[src/hdl/dpu_pkg.sv]
package dpu_pkg;

  // ==========================================================
  // Clock and reference tick
  localparam int unsigned CLK_MHZ = 200;
  localparam int unsigned REF_TICK_US = 1;
  localparam int unsigned REF_TICK_CYCLES = CLK_MHZ * REF_TICK_US;
  localparam int unsigned TICKS_PER_MS = 1000 / REF_TICK_US;
  localparam int unsigned TICKS_PER_MIN = 60000000 / REF_TICK_US;

  // ==========================================================
  // Sequence times in milliseconds
  localparam int unsigned SUPPLY_WAIT_MS = 3000;
  localparam int unsigned SPINUP_WAIT_MS = 5000;
  localparam int unsigned SPEED_GOOD_WAIT_MS = 60000;
  localparam int unsigned ACCEL_END_WAIT_MS = 50000;
  localparam int unsigned CMP_ACT_HOLD_MS = 400;
  localparam int unsigned CMP_BEGIN_HOLD_MS = 270;
  localparam int unsigned UNLOCK_DELAY_MS = 10;
  localparam int unsigned SEEK_WAIT_MS = 1000;

  // ==========================================================
  // Speed limits as revolution periods in reference ticks
  localparam int unsigned RPM_STOPPED = 45;
  localparam int unsigned RPM_TURNING = 12;
  localparam int unsigned RPM_WINDING = 1500;
  localparam int unsigned RPM_NOMINAL = 3620;
  localparam int unsigned SPEED_TOL_PCT = 6;
  localparam int unsigned PER_STOPPED = TICKS_PER_MIN / RPM_STOPPED;
  localparam int unsigned PER_TURNING = TICKS_PER_MIN / RPM_TURNING;
  localparam int unsigned PER_WINDING = TICKS_PER_MIN / RPM_WINDING;
  localparam int unsigned PER_NOMINAL = TICKS_PER_MIN / RPM_NOMINAL;
  localparam int unsigned PER_FAST_LIM = PER_NOMINAL * 100 / (100 + SPEED_TOL_PCT);
  localparam int unsigned PER_SLOW_LIM = PER_NOMINAL * 100 / (100 - SPEED_TOL_PCT);
  localparam int unsigned PER_WIDTH = 23;
  localparam int unsigned TMR_WIDTH = 27;

  // ==========================================================
  // Register map
  localparam logic [11:0] REG_SETTINGS = 12'h000;
  localparam logic [11:0] REG_STATUS = 12'h004;
  localparam logic [11:0] REG_PERIOD = 12'h008;
  localparam logic [11:0] REG_CYL_LIMIT = 12'h00C;
  localparam logic [11:0] REG_WORKING = 12'h010;
  localparam logic [15:0] SETTINGS_RESET = 16'h0001;
  localparam logic [9:0] CYL_LIMIT_VALUE = 10'h2E9;
  localparam int unsigned SET_SPIN_ALLOW = 0;

  // ==========================================================
  // Types
  typedef enum logic [3:0] {
    ST_POWER = 4'h0,
    ST_SUPPLY = 4'h1,
    ST_LOAD = 4'h2,
    ST_UNLOCK = 4'h3,
    ST_SPINUP = 4'h4,
    ST_ACCEL = 4'h5,
    ST_SETTLE = 4'h6,
    ST_SEEK = 4'h7,
    ST_READY = 4'h8,
    ST_HALT = 4'h9
  } dpu_state_type;

  typedef enum logic [2:0] {
    FLT_NONE = 3'h0,
    FLT_SUPPLY = 3'h1,
    FLT_LOCK = 3'h2,
    FLT_SPIN = 3'h3,
    FLT_SPEED_GOOD = 3'h4,
    FLT_ACCEL = 3'h5,
    FLT_SEEK = 3'h6,
    FLT_DRIFT = 3'h7
  } dpu_fault_type;

  typedef struct packed {
    logic por;
    logic sup_24v;
    logic sup_neg12v;
    logic sup_pos12v;
    logic unlocked;
    logic cmp_act;
    logic cmp_begin;
    logic at_zero;
    logic [2:0] hall;
  } dpu_pins_type;

endpackage

[src/hdl/dpu_sequencer.sv]
// The implementer's own choices: the register addresses and the APB interface to the registers.
`timescale 1ns/1ps
`default_nettype none

module dpu_sequencer
  import dpu_pkg::*;
#(
  parameter int unsigned TICK_CYCLES = REF_TICK_CYCLES,
  parameter int unsigned SUPPLY_WAIT_TICKS = SUPPLY_WAIT_MS * TICKS_PER_MS,
  parameter int unsigned SPINUP_WAIT_TICKS = SPINUP_WAIT_MS * TICKS_PER_MS,
  parameter int unsigned SPEED_GOOD_WAIT_TICKS = SPEED_GOOD_WAIT_MS * TICKS_PER_MS,
  parameter int unsigned ACCEL_END_WAIT_TICKS = ACCEL_END_WAIT_MS * TICKS_PER_MS,
  parameter int unsigned CMP_ACT_TICKS = CMP_ACT_HOLD_MS * TICKS_PER_MS,
  parameter int unsigned CMP_BEGIN_TICKS = CMP_BEGIN_HOLD_MS * TICKS_PER_MS,
  parameter int unsigned UNLOCK_DELAY_TICKS = UNLOCK_DELAY_MS * TICKS_PER_MS,
  parameter int unsigned SEEK_WAIT_TICKS = SEEK_WAIT_MS * TICKS_PER_MS
) (
  input wire logic pclk,
  input wire logic presetn,
  input wire logic [11:0] paddr,
  input wire logic psel,
  input wire logic penable,
  input wire logic pwrite,
  input wire logic [31:0] pwdata,
  output logic [31:0] prdata,
  output logic pready,
  output logic pslverr,
  input wire logic power_on_reset_ind,
  input wire logic supply_24v_good,
  input wire logic supply_neg12v_good,
  input wire logic supply_pos12v_good,
  input wire logic actuator_unlocked_status,
  input wire logic compress_active,
  input wire logic compress_begin,
  input wire logic seek_at_cylinder_zero,
  input wire logic hall_phase_a_n,
  input wire logic hall_phase_b,
  input wire logic hall_phase_c_n,
  output logic supply_ok,
  output logic emergency_head_retract,
  output logic actuator_lock_release,
  output logic start_winding_select,
  output logic spindle_accel_control,
  output logic spindle_accel_enable,
  output logic spindle_speed_ok,
  output logic start_complete,
  output logic compress_enable,
  output logic tach_pulse,
  output logic [2:0] winding_drive,
  output logic hall_fault,
  output logic osc_clock_out,
  output logic divided_clock_one,
  output logic divided_clock_two,
  output logic initial_seek_start,
  output logic servo_reset,
  output logic drive_ready
);

  // ==========================================================
  // Pin synchronisers
  dpu_pins_type pins_raw;
  dpu_pins_type pins_meta;
  dpu_pins_type pins_sync;
  logic [2:0] sync_fill;

  assign pins_raw = '{por: power_on_reset_ind, sup_24v: supply_24v_good,
                      sup_neg12v: supply_neg12v_good, sup_pos12v: supply_pos12v_good,
                      unlocked: actuator_unlocked_status, cmp_act: compress_active,
                      cmp_begin: compress_begin, at_zero: seek_at_cylinder_zero,
                      hall: {~hall_phase_c_n, hall_phase_b, ~hall_phase_a_n}};

  always_ff @(posedge pclk or negedge presetn) begin
    if (!presetn) begin
      pins_meta <= '0;
      pins_sync <= '0;
      sync_fill <= 3'h0;
    end else begin
      pins_meta <= pins_raw;
      pins_sync <= pins_meta;
      sync_fill <= {sync_fill[1:0], 1'b1};
    end
  end

  // ==========================================================
  // Reference tick and clock outputs
  logic [15:0] tick_cnt;
  logic tick;
  logic [3:0] clk_div;
  wire tick_wrap = (tick_cnt == 16'(TICK_CYCLES - 1));

  always_ff @(posedge pclk or negedge presetn) begin
    if (!presetn) begin
      tick_cnt <= 16'h0000;
      tick <= 1'b0;
      clk_div <= 4'h0;
      osc_clock_out <= 1'b0;
      divided_clock_one <= 1'b0;
      divided_clock_two <= 1'b0;
    end else begin
      tick_cnt <= tick_wrap ? 16'h0000 : tick_cnt + 16'h0001;
      tick <= tick_wrap;
      clk_div <= clk_div + 4'h1;
      osc_clock_out <= ~osc_clock_out;
      divided_clock_one <= clk_div[1];
      divided_clock_two <= clk_div[3];
    end
  end

  // ==========================================================
  // Hall division by three and revolution periods
  localparam logic [PER_WIDTH-1:0] PER_MAX = '1;
  logic [2:0] rev_pulse;
  logic [PER_WIDTH-1:0] eff_period [3];
  logic [PER_WIDTH-1:0] last_period [3];

  for (genvar i = 0; i < 3; i++) begin : g_phase
    logic prev;
    logic [1:0] div3;
    logic pulse;
    logic [PER_WIDTH-1:0] run;
    logic [PER_WIDTH-1:0] period;
    // Edges held off until prev holds a real sample; a high pin is no edge
    wire rise = pins_sync.hall[i] & ~prev & sync_fill[2];
    wire wrap = rise & (div3 == 2'h2);
    always_ff @(posedge pclk or negedge presetn) begin
      if (!presetn) begin
        prev <= 1'b0;
        div3 <= 2'h0;
        pulse <= 1'b0;
        run <= '0;
        period <= PER_MAX;
      end else begin
        prev <= pins_sync.hall[i];
        pulse <= wrap;
        if (rise) begin
          div3 <= wrap ? 2'h0 : div3 + 2'h1;
        end
        if (wrap) begin
          period <= run;
          run <= '0;
        end else if (tick && run != PER_MAX) begin
          run <= run + 1'b1;
        end
      end
    end
    // A stalled motor shows up as a growing period, not a stale one
    assign eff_period[i] = (run > period) ? run : period;
    assign last_period[i] = period;
    assign rev_pulse[i] = pulse;
  end

  wire [PER_WIDTH-1:0] speed_per = eff_period[1];
  wire spin_stopped = speed_per >= PER_WIDTH'(PER_STOPPED);
  wire spin_turning = speed_per <= PER_WIDTH'(PER_TURNING);
  wire spin_main = speed_per <= PER_WIDTH'(PER_WINDING);
  wire speed_good_now = (speed_per >= PER_WIDTH'(PER_FAST_LIM)) &&
                        (speed_per <= PER_WIDTH'(PER_SLOW_LIM));
  wire accel_req_now = eff_period[2] > PER_WIDTH'(PER_NOMINAL);

  // Commutation code from the conditioned phases
  wire [2:0] hall_code = pins_sync.hall;
  wire hall_bad = (hall_code == 3'h0) || (hall_code == 3'h7);
  wire [2:0] next_winding = (hall_code == 3'h1 || hall_code == 3'h6) ? 3'h1 :
                            (hall_code == 3'h2 || hall_code == 3'h5) ? 3'h2 :
                            (hall_code == 3'h3 || hall_code == 3'h4) ? 3'h4 : 3'h0;

  // ==========================================================
  // Sequencer state
  dpu_state_type state;
  dpu_state_type next_state;
  dpu_fault_type fault;
  dpu_fault_type next_fault;
  logic [TMR_WIDTH-1:0] state_timer;
  logic [TMR_WIDTH-1:0] motor_timer;
  logic [TMR_WIDTH-1:0] cmp_act_cnt;
  logic [TMR_WIDTH-1:0] cmp_begin_cnt;
  logic [15:0] nv_settings;
  logic [15:0] working;
  logic [9:0] cyl_limit;
  logic spindle_accel_request;

  wire supply_now = pins_sync.por & pins_sync.sup_24v & pins_sync.sup_neg12v &
                    pins_sync.sup_pos12v;
  wire motor_go = spindle_accel_request & working[SET_SPIN_ALLOW];
  wire drifted = ~spindle_speed_ok;

  always_comb begin
    next_state = state;
    next_fault = fault;
    unique case (state)
      ST_POWER: begin
        if (pins_sync.por) begin
          next_state = ST_SUPPLY;
        end
      end
      ST_SUPPLY: begin
        if (supply_ok && spin_stopped) begin
          next_state = ST_LOAD;
        end else if (!supply_ok && state_timer >= TMR_WIDTH'(SUPPLY_WAIT_TICKS)) begin
          next_state = ST_HALT;
          next_fault = FLT_SUPPLY;
        end
      end
      ST_LOAD: begin
        next_state = ST_UNLOCK;
      end
      ST_UNLOCK: begin
        if (state_timer >= TMR_WIDTH'(UNLOCK_DELAY_TICKS)) begin
          next_state = pins_sync.unlocked ? ST_HALT : ST_SPINUP;
          next_fault = pins_sync.unlocked ? FLT_LOCK : fault;
        end
      end
      ST_SPINUP: begin
        if (spindle_accel_control && spin_turning) begin
          next_state = ST_ACCEL;
        end else if (spindle_accel_control &&
                     motor_timer >= TMR_WIDTH'(SPINUP_WAIT_TICKS)) begin
          next_state = ST_HALT;
          next_fault = FLT_SPIN;
        end
      end
      ST_ACCEL: begin
        if (spindle_speed_ok) begin
          next_state = ST_SETTLE;
        end else if (motor_timer >= TMR_WIDTH'(SPEED_GOOD_WAIT_TICKS)) begin
          next_state = ST_HALT;
          next_fault = FLT_SPEED_GOOD;
        end
      end
      ST_SETTLE: begin
        if (!spindle_accel_request) begin
          next_state = ST_SEEK;
        end else if (state_timer >= TMR_WIDTH'(ACCEL_END_WAIT_TICKS)) begin
          next_state = ST_HALT;
          next_fault = FLT_ACCEL;
        end
      end
      ST_SEEK: begin
        if (drifted) begin
          next_state = ST_HALT;
          next_fault = FLT_DRIFT;
        end else if (pins_sync.at_zero && state_timer != '0) begin
          next_state = ST_READY;
        end else if (state_timer >= TMR_WIDTH'(SEEK_WAIT_TICKS)) begin
          next_state = ST_HALT;
          next_fault = FLT_SEEK;
        end
      end
      ST_READY: begin
        if (drifted) begin
          next_state = ST_HALT;
          next_fault = FLT_DRIFT;
        end
      end
      ST_HALT: begin
        next_state = ST_HALT;
      end
      default: begin
        next_state = ST_HALT;
      end
    endcase
    // Losing the power indication is a power cycle from any state
    if (!pins_sync.por) begin
      next_state = ST_POWER;
      next_fault = FLT_NONE;
    end
  end

  wire state_change = (next_state != state);
  wire in_flight = (state == ST_SEEK) || (state == ST_READY);

  always_ff @(posedge pclk or negedge presetn) begin
    if (!presetn) begin
      state <= ST_POWER;
      fault <= FLT_NONE;
      state_timer <= '0;
      motor_timer <= '0;
    end else begin
      state <= next_state;
      fault <= next_fault;
      state_timer <= state_change ? '0 : (tick && state_timer != '1) ?
                     state_timer + 1'b1 : state_timer;
      motor_timer <= !spindle_accel_control ? '0 : (tick && motor_timer != '1) ?
                     motor_timer + 1'b1 : motor_timer;
    end
  end

  // Compress hold timers run while their pins are high; enable is given only in spin-up under accel control
  always_ff @(posedge pclk or negedge presetn) begin
    if (!presetn) begin
      cmp_act_cnt <= '0;
      cmp_begin_cnt <= '0;
      compress_enable <= 1'b0;
    end else begin
      cmp_act_cnt <= !pins_sync.cmp_act ? '0 : (tick && cmp_act_cnt != '1) ?
                     cmp_act_cnt + 1'b1 : cmp_act_cnt;
      cmp_begin_cnt <= !pins_sync.cmp_begin ? '0 : (tick && cmp_begin_cnt != '1) ?
                       cmp_begin_cnt + 1'b1 : cmp_begin_cnt;
      compress_enable <= (state == ST_SPINUP) && spindle_accel_control &&
                         ((cmp_act_cnt >= TMR_WIDTH'(CMP_ACT_TICKS)) ||
                          (cmp_begin_cnt >= TMR_WIDTH'(CMP_BEGIN_TICKS)));
    end
  end

  // ==========================================================
  // Drive outputs
  always_ff @(posedge pclk or negedge presetn) begin
    if (!presetn) begin
      supply_ok <= 1'b0;
      emergency_head_retract <= 1'b1;
      actuator_lock_release <= 1'b0;
      start_winding_select <= 1'b0;
      spindle_accel_control <= 1'b0;
      spindle_accel_enable <= 1'b0;
      spindle_accel_request <= 1'b0;
      spindle_speed_ok <= 1'b0;
      start_complete <= 1'b0;
      tach_pulse <= 1'b0;
      winding_drive <= 3'h0;
      hall_fault <= 1'b0;
      initial_seek_start <= 1'b0;
      servo_reset <= 1'b0;
      drive_ready <= 1'b0;
      working <= 16'h0000;
      cyl_limit <= 10'h000;
    end else begin
      supply_ok <= supply_now;
      spindle_accel_request <= accel_req_now;
      spindle_speed_ok <= speed_good_now;
      tach_pulse <= rev_pulse[0];
      hall_fault <= spindle_accel_control & hall_bad;
      // Retract held until settings are in working memory
      emergency_head_retract <= (state == ST_POWER) || (state == ST_SUPPLY) ||
                                (state == ST_LOAD) || (state == ST_HALT);
      actuator_lock_release <= (state >= ST_UNLOCK) && (state <= ST_READY);
      if (state == ST_POWER) begin
        working <= 16'h0000;
        cyl_limit <= 10'h000;
      end else if (state == ST_LOAD) begin
        working <= nv_settings;
      end else if (state == ST_ACCEL) begin
        cyl_limit <= CYL_LIMIT_VALUE;
      end
      if (state == ST_POWER || state == ST_HALT) begin
        spindle_accel_control <= 1'b0;
        start_winding_select <= 1'b0;
      end else if (state == ST_SPINUP && !spindle_accel_control && motor_go) begin
        spindle_accel_control <= 1'b1;
        start_winding_select <= 1'b1;
      end else if (state >= ST_ACCEL && spin_main) begin
        start_winding_select <= 1'b0;
      end
      if (state == ST_POWER) begin
        start_complete <= 1'b0;
      end else if (spindle_accel_control && !accel_req_now) begin
        start_complete <= 1'b1;
      end
      // Same edge drops enable and raises start complete; start complete then holds until the power state
      spindle_accel_enable <= spindle_accel_control && accel_req_now &&
                              (state != ST_HALT);
      winding_drive <= spindle_accel_enable ? next_winding : 3'h0;
      initial_seek_start <= (next_state == ST_SEEK) && (state == ST_SETTLE);
      servo_reset <= (next_state == ST_HALT);
      drive_ready <= (next_state == ST_READY) && in_flight;
    end
  end

  // ==========================================================
  // APB slave, one wait state per access
  wire apb_access = psel & penable;
  wire apb_commit = apb_access & pready;
  wire hit_settings = (paddr == REG_SETTINGS);
  wire hit_status = (paddr == REG_STATUS);
  wire hit_period = (paddr == REG_PERIOD);
  wire hit_limit = (paddr == REG_CYL_LIMIT);
  wire hit_working = (paddr == REG_WORKING);
  wire addr_hit = hit_settings | hit_status | hit_period | hit_limit | hit_working;
  wire [31:0] status_word = {18'h00000, start_winding_select, spindle_accel_control,
                             supply_ok, hall_fault, start_complete, spindle_speed_ok,
                             drive_ready, fault, state};
  wire [31:0] rd_data = hit_settings ? {16'h0000, nv_settings} :
                        hit_status ? status_word :
                        hit_period ? {9'h000, last_period[1]} :
                        hit_limit ? {22'h000000, cyl_limit} :
                        hit_working ? {16'h0000, working} : 32'h00000000;

  always_ff @(posedge pclk or negedge presetn) begin
    if (!presetn) begin
      pready <= 1'b0;
      pslverr <= 1'b0;
      prdata <= 32'h00000000;
      nv_settings <= SETTINGS_RESET;
    end else begin
      pready <= apb_access & ~pready;
      pslverr <= apb_access & ~pready & ~addr_hit;
      prdata <= (apb_access & ~pready & ~pwrite) ? rd_data : 32'h00000000;
      if (apb_commit && pwrite && hit_settings) begin
        nv_settings <= pwdata[15:0];
      end
    end
  end

endmodule

`default_nettype wire

[config.mk]
export PLATFORM = sky130hd
export DESIGN_NAME = dpu_sequencer
export DESIGN_NICKNAME = d
export VERILOG_FILES = /design/src/hdl/dpu_pkg.sv /design/src/hdl/dpu_sequencer.sv
export SDC_FILE = /design/constraint.sdc
export NUM_CORES = 1
export LEC_CHECK = 0
export BUFFER_PORTS_ARGS = -buffer_cell sky130_fd_sc_hd__clkbuf_2
export CORE_MARGIN = 5
export CORE_UTILIZATION = 35
export DETAILED_ROUTE_END_ITERATION = 6
export PLACE_DENSITY_LB_ADDON = 0.08
export SLEW_MARGIN = 20
export SYNTH_ARGS = -nofsm -noshare
export SYNTH_HDL_FRONTEND = slang
export SYNTH_SLANG_ARGS = --single-unit
[constraint.sdc]
create_clock -name pclk -period 3.5 [get_ports pclk]
set_input_delay 0 -clock pclk [delete_from_list [all_inputs] [get_ports pclk]]
set_output_delay 0 -clock pclk [all_outputs]
set_load 0.05 [all_outputs]
---- After elaboration in Yosys (flattened, before gate mapping) ----
Cells that the tools add are included.
word-level totals
  memory bits (writable) .................. 0
  input port bits ......................... 60
  bits in latches ......................... 0
  output and inout bits ................... 54
  memories kept ........................... 0
  memory bits (read-only) ................. 0
  register bits ........................... 351
cells by class
  eq/ne operators ......................... 53
  $add $sub $neg .......................... 11
  bitwise logic cells ..................... 32
  mux-type cells .......................... 72
  reduce and logical (&&, ||, !) cells .... 52
  div/mod/pow operators ................... 0
  shift operators ......................... 0
  multiply operators ...................... 0
  order comparisons ....................... 19
operators with widths
  operator                                                              number
  2-to-1 mux 23 bit                                                     10
  2-to-1 mux 27 bit                                                     8
  adder 27 x 1 -> 27 bit (second input constant)                        4
  inequality test 27 bit (second input constant)                        4
  2-to-1 mux 16 bit                                                     5
  2-to-1 mux 4 bit                                                      15
  2-to-1 mux 3 bit                                                      19
  greater-or-equal comparator 27 x 19 -> 1 bit (second input constant)  2
  greater-or-equal comparator 27 x 26 -> 1 bit (second input constant)  2
  adder 23 x 1 -> 23 bit (second input constant)                        2
  > comparator 23 bit                                                   2
  inequality test 23 bit (second input constant)                        2
  case mux 4 bit (9 select lines)                                       1
  inequality test 3 bit (second input constant)                         11
  2-to-1 mux 10 bit                                                     3
  greater-or-equal comparator 27 x 14 -> 1 bit (second input constant)  1
  greater-or-equal comparator 27 x 20 -> 1 bit (second input constant)  1
  greater-or-equal comparator 27 x 22 -> 1 bit (second input constant)  1
  greater-or-equal comparator 27 x 23 -> 1 bit (second input constant)  1
  nonzero test 27 bit                                                   1
  logical AND 1 bit                                                     25
  == test 12 x 4 -> 1 bit (second input constant)                       2
  greater-or-equal comparator 23 x 14 -> 1 bit (second input constant)  1
  greater-or-equal comparator 23 x 21 -> 1 bit (second input constant)  1
  other kinds (41)                                                      115

---- Longest topological paths before layout ----
  depth in word-level cells ............... 9
  depth in mapped cells ................... 12

---- Worst setup path after synthesis ----
Ideal clock, no wire load.
  path kind ............................... flip-flop to flip-flop
  from .................................... register g_phase[1].period[14]
  to ...................................... register state_timer[15]
  setup slack ............................. 0.168 ns
  path buffers ............................ 1
  data required time ...................... 3.354 ns
  arrival ................................. 3.186 ns
  clock period less this slack ............ 3.332 ns
  library setup time ...................... 0.146 ns
  cell stages (with the launch flop) ...... 13
  cell sequence ........................... dfstp_2 > inv_1 > ha_1 > nand4_1 > nor4_4 > o31ai_1 > a31oi_2 > nand4b_1 > nand4_1 > a211o_1 > nand2_1 > clkbuf_1 > nor4_2
on the way
  cells in the longest elaborated chain, start to end .. 9
  elaborated cells on any way between the ends .. 13
RTL lines
  item                                                                                             RTL line                                    text
  start: declaration                                                                               dpu_sequencer.sv:121                        logic [PER_WIDTH-1:0] period;
  start signal: assignment                                                                         dpu_sequencer.sv:139                        period <= run;
  > comparator 23 bit                                                                              dpu_sequencer.sv:147                        assign eff_period[i] = (run > period) ? run : period;
  2-to-1 mux 23 bit (*)                                                                            dpu_sequencer.sv:147
  less-or-equal comparator 23 bit or greater-or-equal comparator 23 x 21 -> 1 bit (tied branches)  dpu_sequencer.sv:154, dpu_sequencer.sv:153
  logical AND 1 bit (on tied branches)                                                             dpu_sequencer.sv:214, dpu_sequencer.sv:197
  2-to-1 mux 4 bit (on tied branches)                                                              dpu_sequencer.sv:214, dpu_sequencer.sv:197
  case mux 4 bit (9 select lines) (*)                                                              dpu_sequencer.sv:190                        unique case (state)
  2-to-1 mux 4 bit (*)                                                                             dpu_sequencer.sv:263                        if (!pins_sync.por) begin
  inequality test 4 bit (*)                                                                        dpu_sequencer.sv:269                        wire state_change = (next_state != state);
  2-to-1 mux 27 bit or nonzero test 2 bit (tied branches)                                          --
  end signal: assignment                                                                           dpu_sequencer.sv:281                        state_timer <= state_change ? '0 : (tick && state_timer != '1) ?
  end: declaration                                                                                 dpu_sequencer.sv:173                        logic [TMR_WIDTH-1:0] state_timer;
Every way passes the cells marked *; elsewhere a longest branch is shown, timed or not.
A chain may end at the register's enable or synchronous reset.

---- Final worst setup path ----
  from .................................... register g_phase[1].period[17]
  to ...................................... register state_timer[21]
Same word-level chain as after synthesis.

==> impl_metrics.json <==
{
  "status": "completed",
  "synthAdderAreaFrac_pct": 4.15,
  "synthSimpleGateAreaFrac_pct": 24.1,
  "ys_seq_area_share_pct": 47.6,
  "min_path_type": "in2reg",
  "fillers": 5090,
  "syn_area_um2": 18100,
  "fin_nets": 2176,
  "synth-xor-area-share_pct": 6.34,
  "cts_sinks": 342,
  "synth_ff_type": "dfrtp_1",
  "area_delta_synth_final_pct": 18.7,
  "fin_worst_skew_ps": 23.3,
  "hpwlAfterDp_mm": 33.5,
  "multi_input_area_um2": 8790,
  "fp.dieArea_um2": 56300,
  "drv_cap": 0,
  "leakagePower_nw": 9.40,
  "fp-row-count": 83,
  "max_slew_margin_pct": 36.4,
  "critical_path_arrival_ps": 3820,
  "slowest_delay_ps": 530,
  "viasPerCell": 5.17,
  "cts_made_buffers": 42,
  "coreArea_um2": 51300,
  "hp-start": "paddr[2]",
  "synth_top_family_by_area": "simple AND/OR/NAND/NOR gates",
  "endpoint_kind": "flip-flop",
  "boundaryPins": 114,
  "die_h_um": 237,
  "whs_ps": 57.4,
  "final_layout_size_suffix_gt1_share_pct": 17.4,
  "p_switching_mw": 2.02,
  "fin_crit_sh_pct": 96.0,
  "r2r_slack_ps": 140,
  "drc": 0,
  "power.density_nw_per_um2": 406,
  "start_kind": "flip-flop",
  "synth-compound-area-share_pct": 12.3,
  "worst_pin_slew_ps": 946,
  "clk_latency_ps": 570,
  "grt_pass1_wl_mm": 78.1,
  "seqPwrFrac_pct": 46.5,
  "start_util_pct": 35.3,
  "crit_buf_inv": 3,
  "final_common_cell": "dfrtp_1",
  "clk_path_buf_depth": 3,
  "first_pass_iters": 6,
  "avgRoutedWirePerCell_um": 17.2,
  "crit_family": "simple AND/OR/NAND/NOR gates",
  "utilization_pct": 41.9,
  "cts_htree_levels": 2,
  "final_max_slew_viol_count": 0,
  "hold_violations": 0,
  "setup_violations": 0,
  "fmax_mhz": 298,
  "yosys.area.top_type": "dfrtp_1",
  "combinationalPowerShare_pct": 4.3,
  "cts_tree": "built",
  "post-place-ws_ps": 24.1,
  "required_ps": 3960,
  "gp_congestion": 0.865,
  "num_vias": 14297,
  "reg2reg_to": "state_timer[21]$_DFFE_PN0P_",
  "dr.first_iter.drc_count": 763,
  "cp_max_fo": 17,
  "port_buffers": 88,
  "hold_end": "prdata[22]$_DFF_PN0_",
  "antenna_cells": 0,
  "die_w_um": 237,
  "hold_depth": 3,
  "grt_max_degree": 74,
  "synth-async-reset-ratio_pct": 100,
  "yosysUniqueCellTypes": 86,
  "grt_pass1_vias": 14378,
  "wirelength_mm": 47.6,
  "synthMuxAreaShare_pct": 1.28,
  "path_cells": "inv_1, ha_1, nand4_1, nor4_4, and2_4, a31oi_2, nor3b_2, buf_4, or2_1, o311ai_4, o211ai_4, buf_12, nor4b_1",
  "ys_ff_latch": 342,
  "crit_slowest_cell": "dfstp_2",
  "vdd_drop_max_v": 0.000355,
  "synth_top_cell_area_share_pct": 40.7,
  "antenna_found_initial": 0,
  "synth.yosys.warnings": 0,
  "clock_power_share_pct": 49.2,
  "r2r-start": "g_phase[1].period[17]$_DFFE_PN1P_",
  "clk_pin_slew_ps": 60,
  "syn_avg_cell_area_um2": 9.58,
  "layout_common_cells": "dfrtp_1 (294), nand2_1 (205), nor2_1 (125)",
  "period_needed_ps": 3360,
  "grtUsageTotal_pct": 16.6,
  "worst-setup-path-type": "reg2reg",
  "worstRegToRegCells": 13,
  "cts-root-buf": "clkbuf_16",
  "overflow": 0,
  "synth_edf_count": 0,
  "synth_area_leaders": "dfrtp_1 (41%), dfstp_2 (7.0%), nand2_1 (4.3%)",
  "intPower_mw": 6.69,
  "syn_inst": 1888,
  "regArea_um2": 8620,
  "antenna_left": 0,
  "switching_share_pct": 23.2,
  "fin_ws_ps": 140
}
[per-layer routing]
metal	global-route usage (%)	up-vias	part of all wire, %
met3	2.74	71	4.4
met1	23.9	6925	49
met4	4.85	0	2.5
li1	-	7008	-
met5	0	-	0
met2	26.1	293	44
[Yosys cell counts (all sizes together), types with 17 or more instances]
cell and count:
nor2b 20, nor2 126, xnor2 71, mux2 17, and4 19, o21ai 114, nor3 54, nor4 63
ha 60, dfrtp 294, or3 37, nand2 205, and2 69, and3 22, clkbuf 68, nand4 47
nand3 110, xor2 60, a21oi 65, a21boi 18, buf 25, inv 89, dfstp 48
[metrics by stage]
step | setup TNS (ps) | cells | power [mW] | instance area, um2
final | 0 | 2768 | 8.72 | 21500
after global routing | -0.699 | 2768 | 9.09 | 21500
after CTS | 0 | 2766 | 8.88 | 21400
after detailed placement | 0 | 2652 | 4.47 | 19700
after global placement | 0 | 2652 | 4.46 | 19700
after floorplan | 0 | 1896 | 4.29 | 18100
[how the worst max path moves through the flow]
| stage | from | cells past startpoint | slack, ps | endpoint |
|---|---|---|---|---|
| final | g_phase[1].period[17]$_DFFE_PN1P_ | 13 | 140 | state_timer[21]$_DFFE_PN0P_ |
| after CTS | g_phase[1].period[18]$_DFFE_PN1P_ | 13 | 30 | state_timer[13]$_DFFE_PN0P_ |
| after global routing | g_phase[1].period[18]$_DFFE_PN1P_ | 13 | -0.7 | state_timer[4]$_DFFE_PN0P_ |
| after floorplan | g_phase[1].period[14]$_DFFE_PN1P_ | 12 | 170 | state_timer[15]$_DFFE_PN0P_ |
| after global placement | g_phase[1].period[20]$_DFFE_PN1P_ | 12 | 120 | state_timer[13]$_DFFE_PN0P_ |
| after detailed placement | g_phase[1].period[20]$_DFFE_PN1P_ | 13 | 20 | state_timer[14]$_DFFE_PN0P_ |
[registers in the layout, indices dropped and copies added (netlist names), 23 cells and up]
name and flops:
prdata 23, g_phase.period 46, cmp_act_cnt 27, g_phase.run 46, cmp_begin_cnt 27, motor_timer 27
state_timer 27
[worst register-to-register path: stages, from the launching register on]
cell      delay, ps
dfstp_2         530
inv_1            80
ha_1            310
nand4_1         210
nor4_4          400
and2_4          220
a31oi_2          40
nor3b_2         200
buf_4           150
or2_1           240
o311ai_4        310
o211ai_4        150
buf_12          180
nor4b_1         240
[cell families (layout without fill, tap and decap cells)]
kind of cell               Yosys count  in the layout
AOI/OAI and AO/OA                  331            331
muxes                               21             21
DFF                                342            342
other                                2             10
xor gates and xnor gates           131            131
adders and majority gates           60             60
buffers and inverters              182            374
and+or+nand+nor                    819            819
[power by group through the flow]
stage / clock [mW] / combinational (mW) / sequential [mW]
finish: 4.29 / 0.375 / 4.05
global route: 4.60 / 0.429 / 4.06
CTS: 4.45 / 0.383 / 4.05
detailed placement: 0 / 0.349 / 4.12
global placement: 0 / 0.343 / 4.12
floorplan: 0 / 0.187 / 4.11
[timing repair]
item	4_1_cts	5_1_grt
pin swaps	1	3
setup endpoints to repair	1	27
cloned	0	0
buffers inserted	0	2
hold endpoints to repair	301	0
resized for setup	0	5
hold buffers	38	0
[final cells by class]
class | instances | area share [%]
Sequential cell | 342 | 40.1
Clock inverter | 12 | 0.414
Tap cell | 680 | 3.96
Multi-Input combinational cell | 1372 | 40.9
Clock buffer | 64 | 5.89
Inverter | 89 | 1.56
Timing Repair Buffer | 209 | 7.14
Note: power is estimated with default switching activity, not from simulation.
